$ cat src/rtl/sew_defines.svh
// Constants for the serial data EEPROM slave and its port register
`ifndef SEW_DEFINES_SVH
`define SEW_DEFINES_SVH

// Register offsets on the plain register port
`define SEW_GPIO_ADDR 8'h06
`define SEW_STAT_ADDR 8'h07
`define SEW_PEEK_ADDR 8'h08

// Bit positions of the serial lines inside the port register
`define SEW_SDA_BIT 6
`define SEW_SCL_BIT 7

// Port register reset value: both serial lines high
`define SEW_GPIO_RST 8'hc0

// Control byte device code and byte length
`define SEW_DEV_CODE 4'ha
`define SEW_BYTE_BITS 4'h8

// Status register fields
`define SEW_STAT_BUSY 0
`define SEW_STAT_UV 1
`define SEW_STAT_PTR_LO 4

// Memory size in bytes
`define SEW_MEM_DEPTH 16

// Self-timed write cycle length and clock rate
`define SEW_WR_TIME_US 4000
`define SEW_CLK_MHZ 125

`endif

$ cat src/rtl/sew_pkg.sv
// Types shared by the serial data EEPROM slave
package sew_pkg;

	// Protocol engine states
	typedef enum logic [2:0] {
		st_idle,
		st_ctrl,
		st_addr,
		st_data,
		st_skip
	} sew_state_t;

endpackage : sew_pkg

$ cat src/rtl/sew_wtimer.sv
// Self-timed write cycle counter
`timescale 1ns/10ps
`include "sew_defines.svh"

module sew_wtimer #(
	parameter int unsigned CYCLES = `SEW_WR_TIME_US * `SEW_CLK_MHZ
) (
	input wire logic clock,
	input wire logic reset_n,
	input wire logic start,
	output logic busy,
	output logic done
);
	import sew_pkg::*;

	localparam int CW = $clog2(CYCLES + 1);

	logic [CW-1:0] cnt_reg;

	// Busy while counting, done on the last busy cycle
	assign busy = (cnt_reg != '0);
	assign done = (cnt_reg == CW'(1));

	// Load on start when idle, then count down to zero
	always_ff @(posedge clock or negedge reset_n) begin
		if (!reset_n) begin
			cnt_reg <= '0;
		end else if (start && !busy) begin
			cnt_reg <= CW'(CYCLES);
		end else if (busy) begin
			cnt_reg <= cnt_reg - 1'b1;
		end
	end
endmodule : sew_wtimer

$ cat src/rtl/sew_eeprom.sv
// Two-wire data EEPROM slave with its port register
//
// Function
// Data bit6, clock bit7 of register 06h
// Data line pull-down only, one after reset
// Clock line push-pull, one after reset
// Master writes one before sampling data
// Data changes only while clock low
// Idle means both lines high
// Data falling with clock high is START
// Data rising with clock high is STOP
// Receiver holds data low on ninth pulse
// Leave data high after master's final nack
// Control byte: code 1010, three ignored, direction
// Direction one reads, zero writes; a read gets its control ack but no data
// Acknowledge address only when not programming
// Address byte low four bits load pointer
// Ack address, data; STOP starts write
// Pointer stays on written location
// Early STOP aborts, stores nothing
// Extra bits restart the data buffer
// Partial second byte at STOP aborts
// Undervoltage blocks erase and write
// Master idles bus around byte writes
// No acknowledge while busy; polling works
// Write cycle is a parameter counter
`timescale 1ns/10ps
`include "sew_defines.svh"

module sew_eeprom #(
	parameter int unsigned WR_CYCLES = `SEW_WR_TIME_US * `SEW_CLK_MHZ,
	parameter int MEM_DEPTH = `SEW_MEM_DEPTH
) (
	input wire logic clock,
	input wire logic reset_n,
	input wire logic [7:0] addr,
	input wire logic [7:0] wr_data,
	input wire logic wr_en,
	input wire logic rd_en,
	output logic [7:0] rd_data,
	input wire logic undervolt,
	output logic scl_line_o,
	output logic sda_line_o,
	output logic busy_o,
	output sew_pkg::sew_state_t state_o
);
	import sew_pkg::*;

	localparam int AW = $clog2(MEM_DEPTH);

	////////////////////////////////////////////////////////////////////
	// Declarations

	logic [7:0] gpio_reg;
	logic [7:0] rd_data_reg;
	logic scl_prev_reg;
	logic sda_prev_reg;
	logic uv_meta_reg;
	logic uv_sync_reg;
	sew_state_t st_reg;
	sew_state_t st_next;
	logic [3:0] bit_cnt_reg;
	logic [3:0] bit_cnt_next;
	logic phase9_reg;
	logic phase9_next;
	logic ack_drv_reg;
	logic ack_drv_next;
	logic [7:0] shift_reg;
	logic [7:0] shift_next;
	logic [AW-1:0] addr_ptr_reg;
	logic [AW-1:0] addr_ptr_next;
	logic [7:0] data_buf_reg;
	logic [7:0] data_buf_next;
	logic have_byte_reg;
	logic have_byte_next;
	logic [7:0] mem_reg [MEM_DEPTH];
	logic busy;
	logic cyc_done;

	////////////////////////////////////////////////////////////////////
	// Register port decode

	// Address decode and strobes
	wire gpio_sel = (addr == `SEW_GPIO_ADDR);
	wire stat_sel = (addr == `SEW_STAT_ADDR);
	wire peek_sel = (addr == `SEW_PEEK_ADDR);
	wire gpio_wr = wr_en && gpio_sel;

	// clock line driven
	wire scl_line = gpio_reg[`SEW_SCL_BIT];
	// open-drain data line
	// released latch lets slave pull
	wire sda_line = gpio_reg[`SEW_SDA_BIT] & ~ack_drv_reg;

	// Status word and memory peek at the pointer
	wire [7:0] stat_word = {addr_ptr_reg, 2'h0, uv_sync_reg, busy};
	wire [7:0] peek_word = mem_reg[addr_ptr_reg];

	// lines seen in bits 7 and 6
	wire [7:0] gpio_word = {scl_line, sda_line, gpio_reg[5:0]};

	// Read data select; unmapped addresses read zero
	wire [7:0] rd_next = gpio_sel ? gpio_word :
		stat_sel ? stat_word :
		peek_sel ? peek_word : 8'h00;

	// port register, lines reset high
	always_ff @(posedge clock or negedge reset_n) begin
		if (!reset_n) begin
			gpio_reg <= `SEW_GPIO_RST;
		end else if (gpio_wr) begin
			gpio_reg <= wr_data;
		end
	end

	// Read data valid only in the cycle after the strobe
	always_ff @(posedge clock or negedge reset_n) begin
		if (!reset_n) begin
			rd_data_reg <= 8'h00;
		end else begin
			rd_data_reg <= rd_en ? rd_next : 8'h00;
		end
	end

	////////////////////////////////////////////////////////////////////
	// Line sampling and condition detection

	// Previous line levels and undervoltage synchroniser
	always_ff @(posedge clock or negedge reset_n) begin
		if (!reset_n) begin
			scl_prev_reg <= 1'b1;
			sda_prev_reg <= 1'b1;
			uv_meta_reg <= 1'b0;
			uv_sync_reg <= 1'b0;
		end else begin
			scl_prev_reg <= scl_line;
			sda_prev_reg <= sda_line;
			uv_meta_reg <= undervolt;
			uv_sync_reg <= uv_meta_reg;
		end
	end

	// Clock edges
	wire scl_rise = scl_line && !scl_prev_reg;
	wire scl_fall = !scl_line && scl_prev_reg;
	wire scl_held = scl_line && scl_prev_reg;

	// idle is both high
	// falling data, clock high
	wire start_det = scl_held && sda_prev_reg && !sda_line;
	// rising data, clock high
	wire stop_det = scl_held && !sda_prev_reg && sda_line;

	// Byte boundary events
	wire byte_end = scl_fall && !phase9_reg &&
		(bit_cnt_reg == `SEW_BYTE_BITS);
	wire bit_take = scl_rise && !phase9_reg &&
		(bit_cnt_reg < `SEW_BYTE_BITS);

	// device code check
	wire code_ok = (shift_reg[7:4] == `SEW_DEV_CODE);
	// no acknowledge while programming
	wire ctrl_match = code_ok && !busy;
	// direction bit
	wire dir_read = shift_reg[0];

	// STOP after whole byte write launches
	// early STOP aborts
	// partial byte aborts
	// undervoltage blocks the write
	// The clock rise just ahead of STOP takes one bit that is not data
	wire launch = stop_det && (st_reg == st_data) && have_byte_reg &&
		(bit_cnt_reg <= 4'h1) && !phase9_reg && !uv_sync_reg;

	////////////////////////////////////////////////////////////////////
	// Protocol engine

	// Next state of the receiver
	always_comb begin
		st_next = st_reg;
		bit_cnt_next = bit_cnt_reg;
		phase9_next = phase9_reg;
		ack_drv_next = ack_drv_reg;
		shift_next = shift_reg;
		addr_ptr_next = addr_ptr_reg;
		data_buf_next = data_buf_reg;
		have_byte_next = have_byte_reg;
		if (start_det) begin
			st_next = st_ctrl;
			bit_cnt_next = 4'h0;
			phase9_next = 1'b0;
			ack_drv_next = 1'b0;
			have_byte_next = 1'b0;
		end else if (stop_det) begin
			st_next = st_idle;
			bit_cnt_next = 4'h0;
			phase9_next = 1'b0;
			ack_drv_next = 1'b0;
			have_byte_next = 1'b0;
		end else if (st_reg != st_idle) begin
			// sample while clock rises
			if (bit_take) begin
				shift_next = {shift_reg[6:0], sda_line};
				bit_cnt_next = bit_cnt_reg + 4'h1;
			end
			// release after ninth pulse
			if (scl_fall && phase9_reg) begin
				phase9_next = 1'b0;
				ack_drv_next = 1'b0;
				bit_cnt_next = 4'h0;
			end
			if (byte_end) begin
				phase9_next = 1'b1;
				unique case (st_reg)
					st_ctrl: begin
						// busy control byte gets no ack
						if (ctrl_match) begin
							ack_drv_next = 1'b1;
							st_next = dir_read ? st_skip : st_addr;
						end else begin
							st_next = st_skip;
						end
					end
					st_addr: begin
						// low bits into pointer
						ack_drv_next = 1'b1;
						addr_ptr_next = shift_reg[AW-1:0];
						st_next = st_data;
					end
					st_data: begin
						// newest byte fills buffer
						ack_drv_next = 1'b1;
						data_buf_next = shift_reg;
						have_byte_next = 1'b1;
					end
					// line left high
					st_skip: begin
						ack_drv_next = 1'b0;
					end
					st_idle: begin
						ack_drv_next = 1'b0;
					end
				endcase
			end
		end
	end

	// Engine registers
	always_ff @(posedge clock or negedge reset_n) begin
		if (!reset_n) begin
			st_reg <= st_idle;
			bit_cnt_reg <= 4'h0;
			phase9_reg <= 1'b0;
			ack_drv_reg <= 1'b0;
			shift_reg <= 8'h00;
			addr_ptr_reg <= '0;
			data_buf_reg <= 8'h00;
			have_byte_reg <= 1'b0;
		end else begin
			st_reg <= st_next;
			bit_cnt_reg <= bit_cnt_next;
			phase9_reg <= phase9_next;
			ack_drv_reg <= ack_drv_next;
			shift_reg <= shift_next;
			addr_ptr_reg <= addr_ptr_next;
			data_buf_reg <= data_buf_next;
			have_byte_reg <= have_byte_next;
		end
	end

	////////////////////////////////////////////////////////////////////
	// Write cycle and storage

	// parameter-length write cycle
	sew_wtimer #(
		.CYCLES(WR_CYCLES)
	) u_wtimer (
		.clock(clock),
		.reset_n(reset_n),
		.start(launch),
		.busy(busy),
		.done(cyc_done)
	);

	// commit blocked on undervoltage
	wire commit = cyc_done && !uv_sync_reg;

	// pointer kept, byte stored at end
	always_ff @(posedge clock) begin
		if (commit) begin
			mem_reg[addr_ptr_reg] <= data_buf_reg;
		end
	end

	// Outputs
	assign rd_data = rd_data_reg;
	assign scl_line_o = scl_line;
	assign sda_line_o = sda_line;
	assign busy_o = busy;
	assign state_o = st_reg;
endmodule : sew_eeprom

$ cat config.mk
export PLATFORM = sky130hd
export DESIGN_NAME = sew_eeprom
export DESIGN_NICKNAME = d
export VERILOG_FILES = /design/src/rtl/sew_pkg.sv /design/src/rtl/sew_wtimer.sv /design/src/rtl/sew_eeprom.sv
export VERILOG_INCLUDE_DIRS = /design/src /design/src/rtl
export SDC_FILE = /design/constraint.sdc
export NUM_CORES = 1
export LEC_CHECK = 0
export ABC_CLOCK_PERIOD_IN_PS = 3020
export BUFFER_PORTS_ARGS = -buffer_cell sky130_fd_sc_hd__buf_2
export CORE_UTILIZATION = 30
export CTS_BUF_LIST = sky130_fd_sc_hd__clkbuf_8
export CTS_CLUSTER_DIAMETER = 60
export DETAILED_ROUTE_END_ITERATION = 16
export SLEW_MARGIN = 30
export SYNTH_ARGS = -nofsm -noshare
export SYNTH_HDL_FRONTEND = slang
export SYNTH_SLANG_ARGS = --single-unit
$ cat constraint.sdc
create_clock -name clock -period 3.02 [get_ports clock]
set_input_delay 0.604 -clock clock [delete_from_list [all_inputs] [get_ports clock]]
set_output_delay 0.604 -clock clock [all_outputs]
set_load 0.03 [all_outputs]
Yosys cells after proc, flatten, opt, wreduce, memory -nomap -nowiden --
Memories as Yosys holds them, arrays and structs flattened. Cells that the tools add are included.
Word-level totals: flip-flop bits (word level) 69, bits in writable memories 128, input port bits 21, output and inout bits 14, memories kept 1
Operators by class: add/subtract/negate cells 2, magnitude comparators 2, equal/unequal tests 10, multiplexer cells 37, bitwise operators 4, reductions and logical operators 47
Memory list:
- mem_reg | words 16, width 8, read ports 1, clocked after Yosys merged registers in 0, write ports 1, RTL line sew_eeprom.sv:76 | logic [7:0] mem_reg [MEM_DEPTH];
Operators by type and width (number):
- 19-bit 2-to-1 mux | 2
- 8-bit 2-to-1 mux | 4
- 1-bit logical AND | 21
- 4-bit 2-to-1 mux | 5
- 19-bit by 1-bit equality test with 1-bit output, second input constant | 1
- 19-bit nonzero test | 1
- 19-bit by 1-bit subtractor with 19-bit output, second input constant | 1
- 1-bit 2-to-1 mux | 18
- 3-bit 2-to-1 mux | 6
- 8-bit by 3-bit equality test with 1-bit output, second input constant | 2
- 3-bit nonzero test | 4
- 4-bit nonzero test | 3
- 5-bit AND reduction | 2
- 4-bit equality test, second input constant | 2
- 8-bit by 4-bit equality test with 1-bit output, second input constant | 1
- 1-bit zero test | 7
- 3-bit by 2-bit equality test with 1-bit output, second input constant | 2
- 3-bit case mux with 2 select lines | 1
- 3-bit AND reduction | 2
- 4-bit by 1-bit adder with 4-bit output, second input constant | 1
- 4-bit by 1-bit <= comparator with 1-bit output, second input constant | 1
- 4-bit less-than comparator, second input constant | 1
- 2-bit AND reduction | 2
- 4-bit AND reduction | 1
- 8 further kinds | 11

Depth between registers and ports, before layout --
Gate-level depths: netlist of the first run.
depth after elaboration 10, mapped depth 8, mapped depth without buffers 7

By module --
Synthesis of the first run repeated with hierarchy kept, for this count alone.
Second synthesis, totals: cells, all modules 510, area total of the unflattened synthesis 8279.2 um^2
By module, submodules not included:
- sew_eeprom | times used 1, cells an instance 408, area each 7236.9 um^2, sequential area each 5099.9 um^2
- sew_wtimer | times used 1, cells an instance 102, area each 1042.2 um^2, sequential area each 475.5 um^2

Least setup slack after synthesis of the first run --
Ideal clock, no wire load.
kind reg-to-reg, from reg u_wtimer.cnt_reg[5], to mem mem_reg[0][0] (enable), data arrival time 2770 ps, required time 2625 ps, slack -144 ps, cell stages (with the launch flop) 7, path buffers 1, period minus slack after synthesis 3164 ps, cells stage by stage dfrtp_1 -> or4_4 -> or4b_4 -> nor4_4 -> nand2b_1 -> buf_2 -> nor4_1
On the way: longest elaborated chain between the ends 4
Ends and longest elaborated chain:
- from (decl) | RTL line sew_wtimer.sv:18 | logic [CW-1:0] cnt_reg;
- from (signal assigned) | RTL line sew_wtimer.sv:29 | cnt_reg <= CW'(CYCLES);
- from (signal assigned) | RTL line sew_wtimer.sv:31 | cnt_reg <= cnt_reg - 1'b1;
- 19-bit by 1-bit equality test with 1-bit output | RTL line sew_wtimer.sv:22 | assign done = (cnt_reg == CW'(1));
- 1-bit logical AND | RTL line sew_eeprom.sv:286 | wire commit = cyc_done && !uv_sync_reg;
- 1-bit 2-to-1 mux | RTL line sew_eeprom.sv:290 | if (commit) begin
- 1-bit 2-to-1 mux (not written as such) | RTL line sew_eeprom.sv:291 | mem_reg[addr_ptr_reg] <= data_buf_reg;
- to (decl) | RTL line sew_eeprom.sv:76
Every way passes these cells.

Worst setup path after layout of the first run --
from reg u_wtimer.cnt_reg[7], to out busy_o
On the way: longest elaborated chain between the ends 1
Ends and longest elaborated chain:
- 19-bit nonzero test | RTL line sew_wtimer.sv:21 | assign busy = (cnt_reg != '0);
- to (decl) | RTL line sew_eeprom.sv:44 | output logic busy_o,
Every way passes these cells.

==> results of run 1 <==
## stage by stage
stage / hold slack [ps] / utilization (%) / total power, mW / instance area, sq um
floorplan: 308 / - / 2.94 / 8190
global placement: 332 / 33.2 / 2.98 / 8900
detailed placement: 342 / 33.2 / 2.98 / 8900
CTS: 126 / 34.9 / 4.65 / 9340
global route: 152 / 34.9 / 4.75 / 9350
finish: 125 / 34.9 / 4.61 / 9350
## kinds of logic after synthesis
family / synth area share, %
flops: 68.2
simple gates: 9.02
mux: 14.2
compound gates: 4.09
buf+inv: 2.19
xor+xnor: 1.18
fa+ha+maj: 1.07
## report_power, final
group / total (mW) / switching (mW) / leakage, nW / internal, mW
logic: 0.0599 / 0.0381 / 1.15 / 0.0218
registers: 2.86 / 0.00823 / 1.82 / 2.85
clock network: 1.68 / 0.942 / 0.196 / 0.741
total: 4.61 / 0.988 / 3.17 / 3.62
## layout make-up
class	instances	area (sq um)	share of cell area, %
flip-flops and latches	197	5580	59.7
clock inverters	15	151	1.62
well taps	341	427	4.57
multi-input cells	274	2430	26.0
repair buffers	72	464	4.97
clock buffers	17	234	2.50
inverters	15	58.8	0.629
## routing by layer
layer	vias to the layer above	wire length (um)	share of wire (%)
li1	2104	-	-
met1	2481	8030	44
met2	120	9400	51
met3	17	654	3.6
met4	0	214	1.2
met5	-	0	0
## worst max path at each step
stage | start | cells after the start | slack (ps) | endpoint
after global routing | u_wtimer.cnt_reg[7]$_DFFE_PN0P_ | 5 | 4 | busy_o
after detailed placement | u_wtimer.cnt_reg[5]$_DFFE_PN0P_ | 6 | 100 | mem_reg[14][5]$_DFFE_PP_
after global placement | u_wtimer.cnt_reg[5]$_DFFE_PN0P_ | 6 | 190 | mem_reg[14][1]$_DFFE_PP_
final | u_wtimer.cnt_reg[7]$_DFFE_PN0P_ | 5 | 100 | busy_o
after CTS | u_wtimer.cnt_reg[7]$_DFFE_PN0P_ | 5 | 20 | busy_o
after floorplan | u_wtimer.cnt_reg[5]$_DFFE_PN0P_ | 6 | 90 | mem_reg[12][0]$_DFFE_PP_
## timing repair
action                                  CTS  global route
endpoints found under the setup margin    1             7
buffers inserted                          7             0
resized for setup                         2             1
pin swaps                                 3             1
## synthesized netlist by cell type (4+ instances only)
library cell / n / share of area (%)
a211oi_1: 6 / 0.55
a21oi_1: 7 / 0.43
and3_1: 5 / 0.38
buf_2: 8 / 0.49
clkbuf_1: 10 / 0.46
dfrtp_1: 65 / 20
dfstp_2: 4 / 1.3
edfxtp_1: 128 / 47
ha_1: 7 / 1.1
inv_1: 14 / 0.64
mux2_2: 32 / 4.4
mux2i_1: 15 / 1.8
mux4_2: 29 / 8.0
nand2_1: 25 / 1.1
nand3_1: 13 / 0.80
nand3b_1: 4 / 0.37
nor2_1: 24 / 1.1
nor3_1: 23 / 1.4
nor4_1: 8 / 0.61
nor4b_1: 5 / 0.54
o21ai_0: 12 / 0.73
o22ai_1: 6 / 0.46
xnor2_1: 5 / 0.54
xor2_1: 6 / 0.64
==> results.yml, run 1 <==
global_route:
  busiest_layer: "met2"
  grt_antenna_before_repair: 0
  grt_pass1_wl_um: 29000
  use_met3_pct: 2.31
  grt.total_usage_pct: 13.8
  grt_max_degree: 47
  grt_overflow_total: 0
  grt_use_met1_pct: 18.0
  grt_pass1_vias: 4896
  grt_use_met2_pct: 23.6
clock_tree:
  htreeDepth: 4
  cts_buffers: 17
  cts_tree: "built"
  cts-hold-fix-buffers: 0
  clk_pin_slew_ps: 100
  clock_sinks: 197
  cts_root_buf: "clkbuf_8"
  cts_buffer_depth: 2
  clk_latency_ps: 470
yosys:
  ys_seq_area_share_pct: 68.2
  syn_area_per_cell_sq_um: 16.1
  syn_inst: 509
  netlist_area_sq_mm: 0.00817
  ys.flop_type: "edfxtp_1"
  syn_nets: 537
  ys_warn_count: 0
  synth_edf_count: 128
  synth_cell_types: 57
  synthArstFlopShare_pct: 35.0
  ys_ff_latch: 197
min_path:
  hold_class: "primary input to async pin"
die:
  core.rowCount: 60
  fp.dieW_um: 167
  dieArea_sq_mm: 0.0279
  die_h_um: 167
  io_pins: 35
  start_util_pct: 30.5
  coreArea_sq_mm: 0.0268
timing:
  tightest_slew_ps: 825
  layout_setup_ws_ps: 101
  max_freq_mhz: 343
  period_share_pct: 96.7
  clock_skew_ps: 16.1
  setup_total_negative_slack_ps: 0
  setup_viol: 0
  slew_headroom_pct: 45.0
  rsz0062_at_grt: "no"
  hold_violations: 0
  drv_slew: 0
  fin_crit_ps: 2920
place:
  gp_congestion: 0.842
  hpwl_um: 12600
  place_inst: 892
  portBuffers: 34
  pre_cts_slack_ps: 101
critical_path:
  start_kind: "register"
  cp-end-kind: "output port"
  r2r_slack_ps: 130
  slowest_delay_ps: 540
  cp_max_fo: 2
  reg2reg_from: "u_wtimer.cnt_reg[7]$_DFFE_PN0P_"
  arrival_ps: 2310
  critical_path_class: "register to output port"
  worstPathRequired_ps: 2420
  crit_buf_inv: 2
  cp_top_family: "simple AND/OR/NAND/NOR gates"
  reg2regPathDepth: 7
  r2r_end: "mem_reg[13][4]$_DFFE_PP_"
  slowest_stage: "or4_4"
  crit_chain: "or4_4 > or4b_4 > nor3_4 > inv_4 > buf_6"
route:
  wl_per_cell_um: 19.7
  drt_iter0_markers: 440
  ant_nets: 0
  drc: 0
  drt-pass1-iter-count: 5
  vias: 4722
  wl_um: 18300
  vias_per_cell: 5.07
pwr:
  powerDensity_mw_per_mm2: 493
  p_leak_nw: 3.17
  max-vdd-ir-drop_mv: 0.258
finish:
  area_growth_pct: 14.3
  drive_above_1_share_pct: 30.3
  n_fill_cell: 2498
  mostFrequentLayoutCells: "edfxtp_1, dfrtp_1, buf_4, mux2_2, buf_2"
  fin_cells: 931
  diodes: 0
  mostFrequentLayoutCell: "edfxtp_1"
  fin_nets: 605
  largest_register_ffs: 128
status:
  outcome: "completed"
flow_run:
  cap_violations: 0
Note: power is estimated with default switching activity, not from simulation.
==> run 2, diff against run 1 <==
Settings changed: PLACE_DENSITY set to 0.54, REMOVE_ABC_BUFFERS set to 1.
==> results.yml, run 2 (synthesis results as in run 1) <==
finish:
  mostFrequentLayoutCells: "edfxtp_1, dfrtp_1, buf_4, buf_2, mux2_2"
  fin_nets: 607
  largest_register_ffs: 128
  mostFrequentLayoutCell: "edfxtp_1"
  drive_above_1_share_pct: 31.1
  area_growth_pct: 14.6
  final_area_sq_mm: 0.00936
  n_fill_cell: 2524
  diodes: 0
pwr:
  p_sw_share_pct: 22.1
  power.switching_mw: 1.02
  p_leak_nw: 3.19
  max-vdd-ir-drop_mv: 0.262
  comb_power_share_pct: 1.3
  intPower_mw: 3.58
  clockPowerShare_pct: 36.4
  pwr-share-seq_pct: 62.3
  powerDensity_mw_per_mm2: 491
global_route:
  grt_pass1_wl_um: 29100
  grt_pass1_vias: 4976
  grt_max_degree: 32
  grt_antenna_before_repair: 0
  grt_overflow_total: 0
  grt.total_usage_pct: 14.0
timing:
  slew_headroom_pct: 46.0
  setup_viol: 0
  drv_slew: 0
  fin_crit_ps: 2960
  max_freq_mhz: 338
  tightest_slew_ps: 810
  clock_skew_ps: 16.3
  rsz0062_at_grt: "yes"
  setup_total_negative_slack_ps: 0
  hold_violations: 0
  period_share_pct: 98.0
status:
  outcome: "finished with violations"
  violations: "DRC"
route:
  drt_iter0_markers: 454
  wl_per_cell_um: 20.0
  vias_per_cell: 5.09
  wl_um: 18600
  ant_nets: 0
  vias: 4751
  drc: 1
  drt-pass1-iter-count: 11
die:
  dieArea_sq_mm: 0.0279
  start_util_pct: 30.5
  coreArea_sq_mm: 0.0268
  core.rowCount: 60
  fp.dieW_um: 167
  io_pins: 35
  die_h_um: 167
critical_path:
  start_kind: "register"
  r2r_slack_ps: 100
  cp-end-kind: "output port"
  critical_path_class: "register to output port"
  reg2reg_from: "u_wtimer.cnt_reg[7]$_DFFE_PN0P_"
  cp_max_fo: 2
  arrival_ps: 2350
  r2r_end: "mem_reg[0][0]$_DFFE_PP_"
  worstPathRequired_ps: 2420
  reg2regPathDepth: 7
  cp-startpoint: "u_wtimer.cnt_reg[7]$_DFFE_PN0P_"
clock_tree:
  cts-hold-fix-buffers: 0
  cts_root_buf: "clkbuf_8"
  cts_buffer_depth: 2
  cts_tree: "built"
  htreeDepth: 4
  cts_buffers: 17
  clk_pin_slew_ps: 110
  clk_latency_ps: 470
  clock_sinks: 197
place:
  gp_congestion: 0.833
  hpwl_um: 12900
  portBuffers: 34
  post_dp_cell_area_sq_mm: 0.00893
flow_run:
  cap_violations: 0
min_path:
  hold_class: "primary input to async pin"
[run 2: changes by cell type in the layout (fill, tap and decap cells not counted), moves of 2 or more]
cell,before,now
clkinv_1,2,0
nor4_1,6,8
inv_8,0,3
nor4_2,3,1
clkinvlp_4,2,0
[run 2: worst max path at each step]
stage,to,depth (start not counted)
floorplan,mem_reg[0][0]$_DFFE_PP_,5
global placement,mem_reg[0][3]$_DFFE_PP_,6
detailed placement,mem_reg[0][3]$_DFFE_PP_,6
CTS,busy_o,5
global route,busy_o,5
finish,busy_o,5
[run 2: power groups by stage]
stage | clock [mW] | combinational [mW] | sequential, mW
3_5_place_dp | 0 | 0.0637 | 2.92
2_1_floorplan | 0 | 0.0157 | 2.92
4_1_cts | 1.72 | 0.0638 | 2.86
5_1_grt | 1.83 | 0.0689 | 2.86
6_report | 1.67 | 0.0620 | 2.86
3_3_place_gp | 0 | 0.0610 | 2.92
[run 2: layout make-up]
| cell class | count | area, sq um | share of cell area [%] |
|---|---|---|---|
| clock buffers | 18 | 248 | 2.65 |
| clock inverters | 14 | 140 | 1.50 |
| flip-flops and latches | 197 | 5580 | 59.6 |
| well taps | 341 | 427 | 4.56 |
| repair buffers | 74 | 489 | 5.22 |
| inverters | 15 | 58.8 | 0.628 |
| multi-input cells | 274 | 2420 | 25.9 |
[run 2: layer usage]
metal	GRT usage, %	routed length, um
met1	18.1	7970
met2	23.6	9500
met3	2.19	821
met4	4.83	325
met5	0	0
[run 2: critical path, stage by stage (launching register included)]
cell and delay (ps):
dfrtp_1 400, or4_4 540, or4b_4 530, nor3_4 200, inv_4 70, buf_6 140
[run 2: what timing repair did]
item,in CTS,in global routing
setup endpoints to repair,1,25
resized for setup,2,2
pin swaps,3,1
setup buffers,5,0
[run 2: through the flow]
stage	setup slack [ps]	utilization, %	total power [mW]	std cells	hold slack, ps
2_1_floorplan	-139	-	2.94	486	308
3_3_place_gp	163	33.3	2.98	896	340
3_5_place_dp	64.9	33.3	2.98	896	345
4_1_cts	-27.1	34.9	4.64	933	190
5_1_grt	-23.5	34.9	4.77	933	198
6_report	61.5	34.9	4.60	933	191
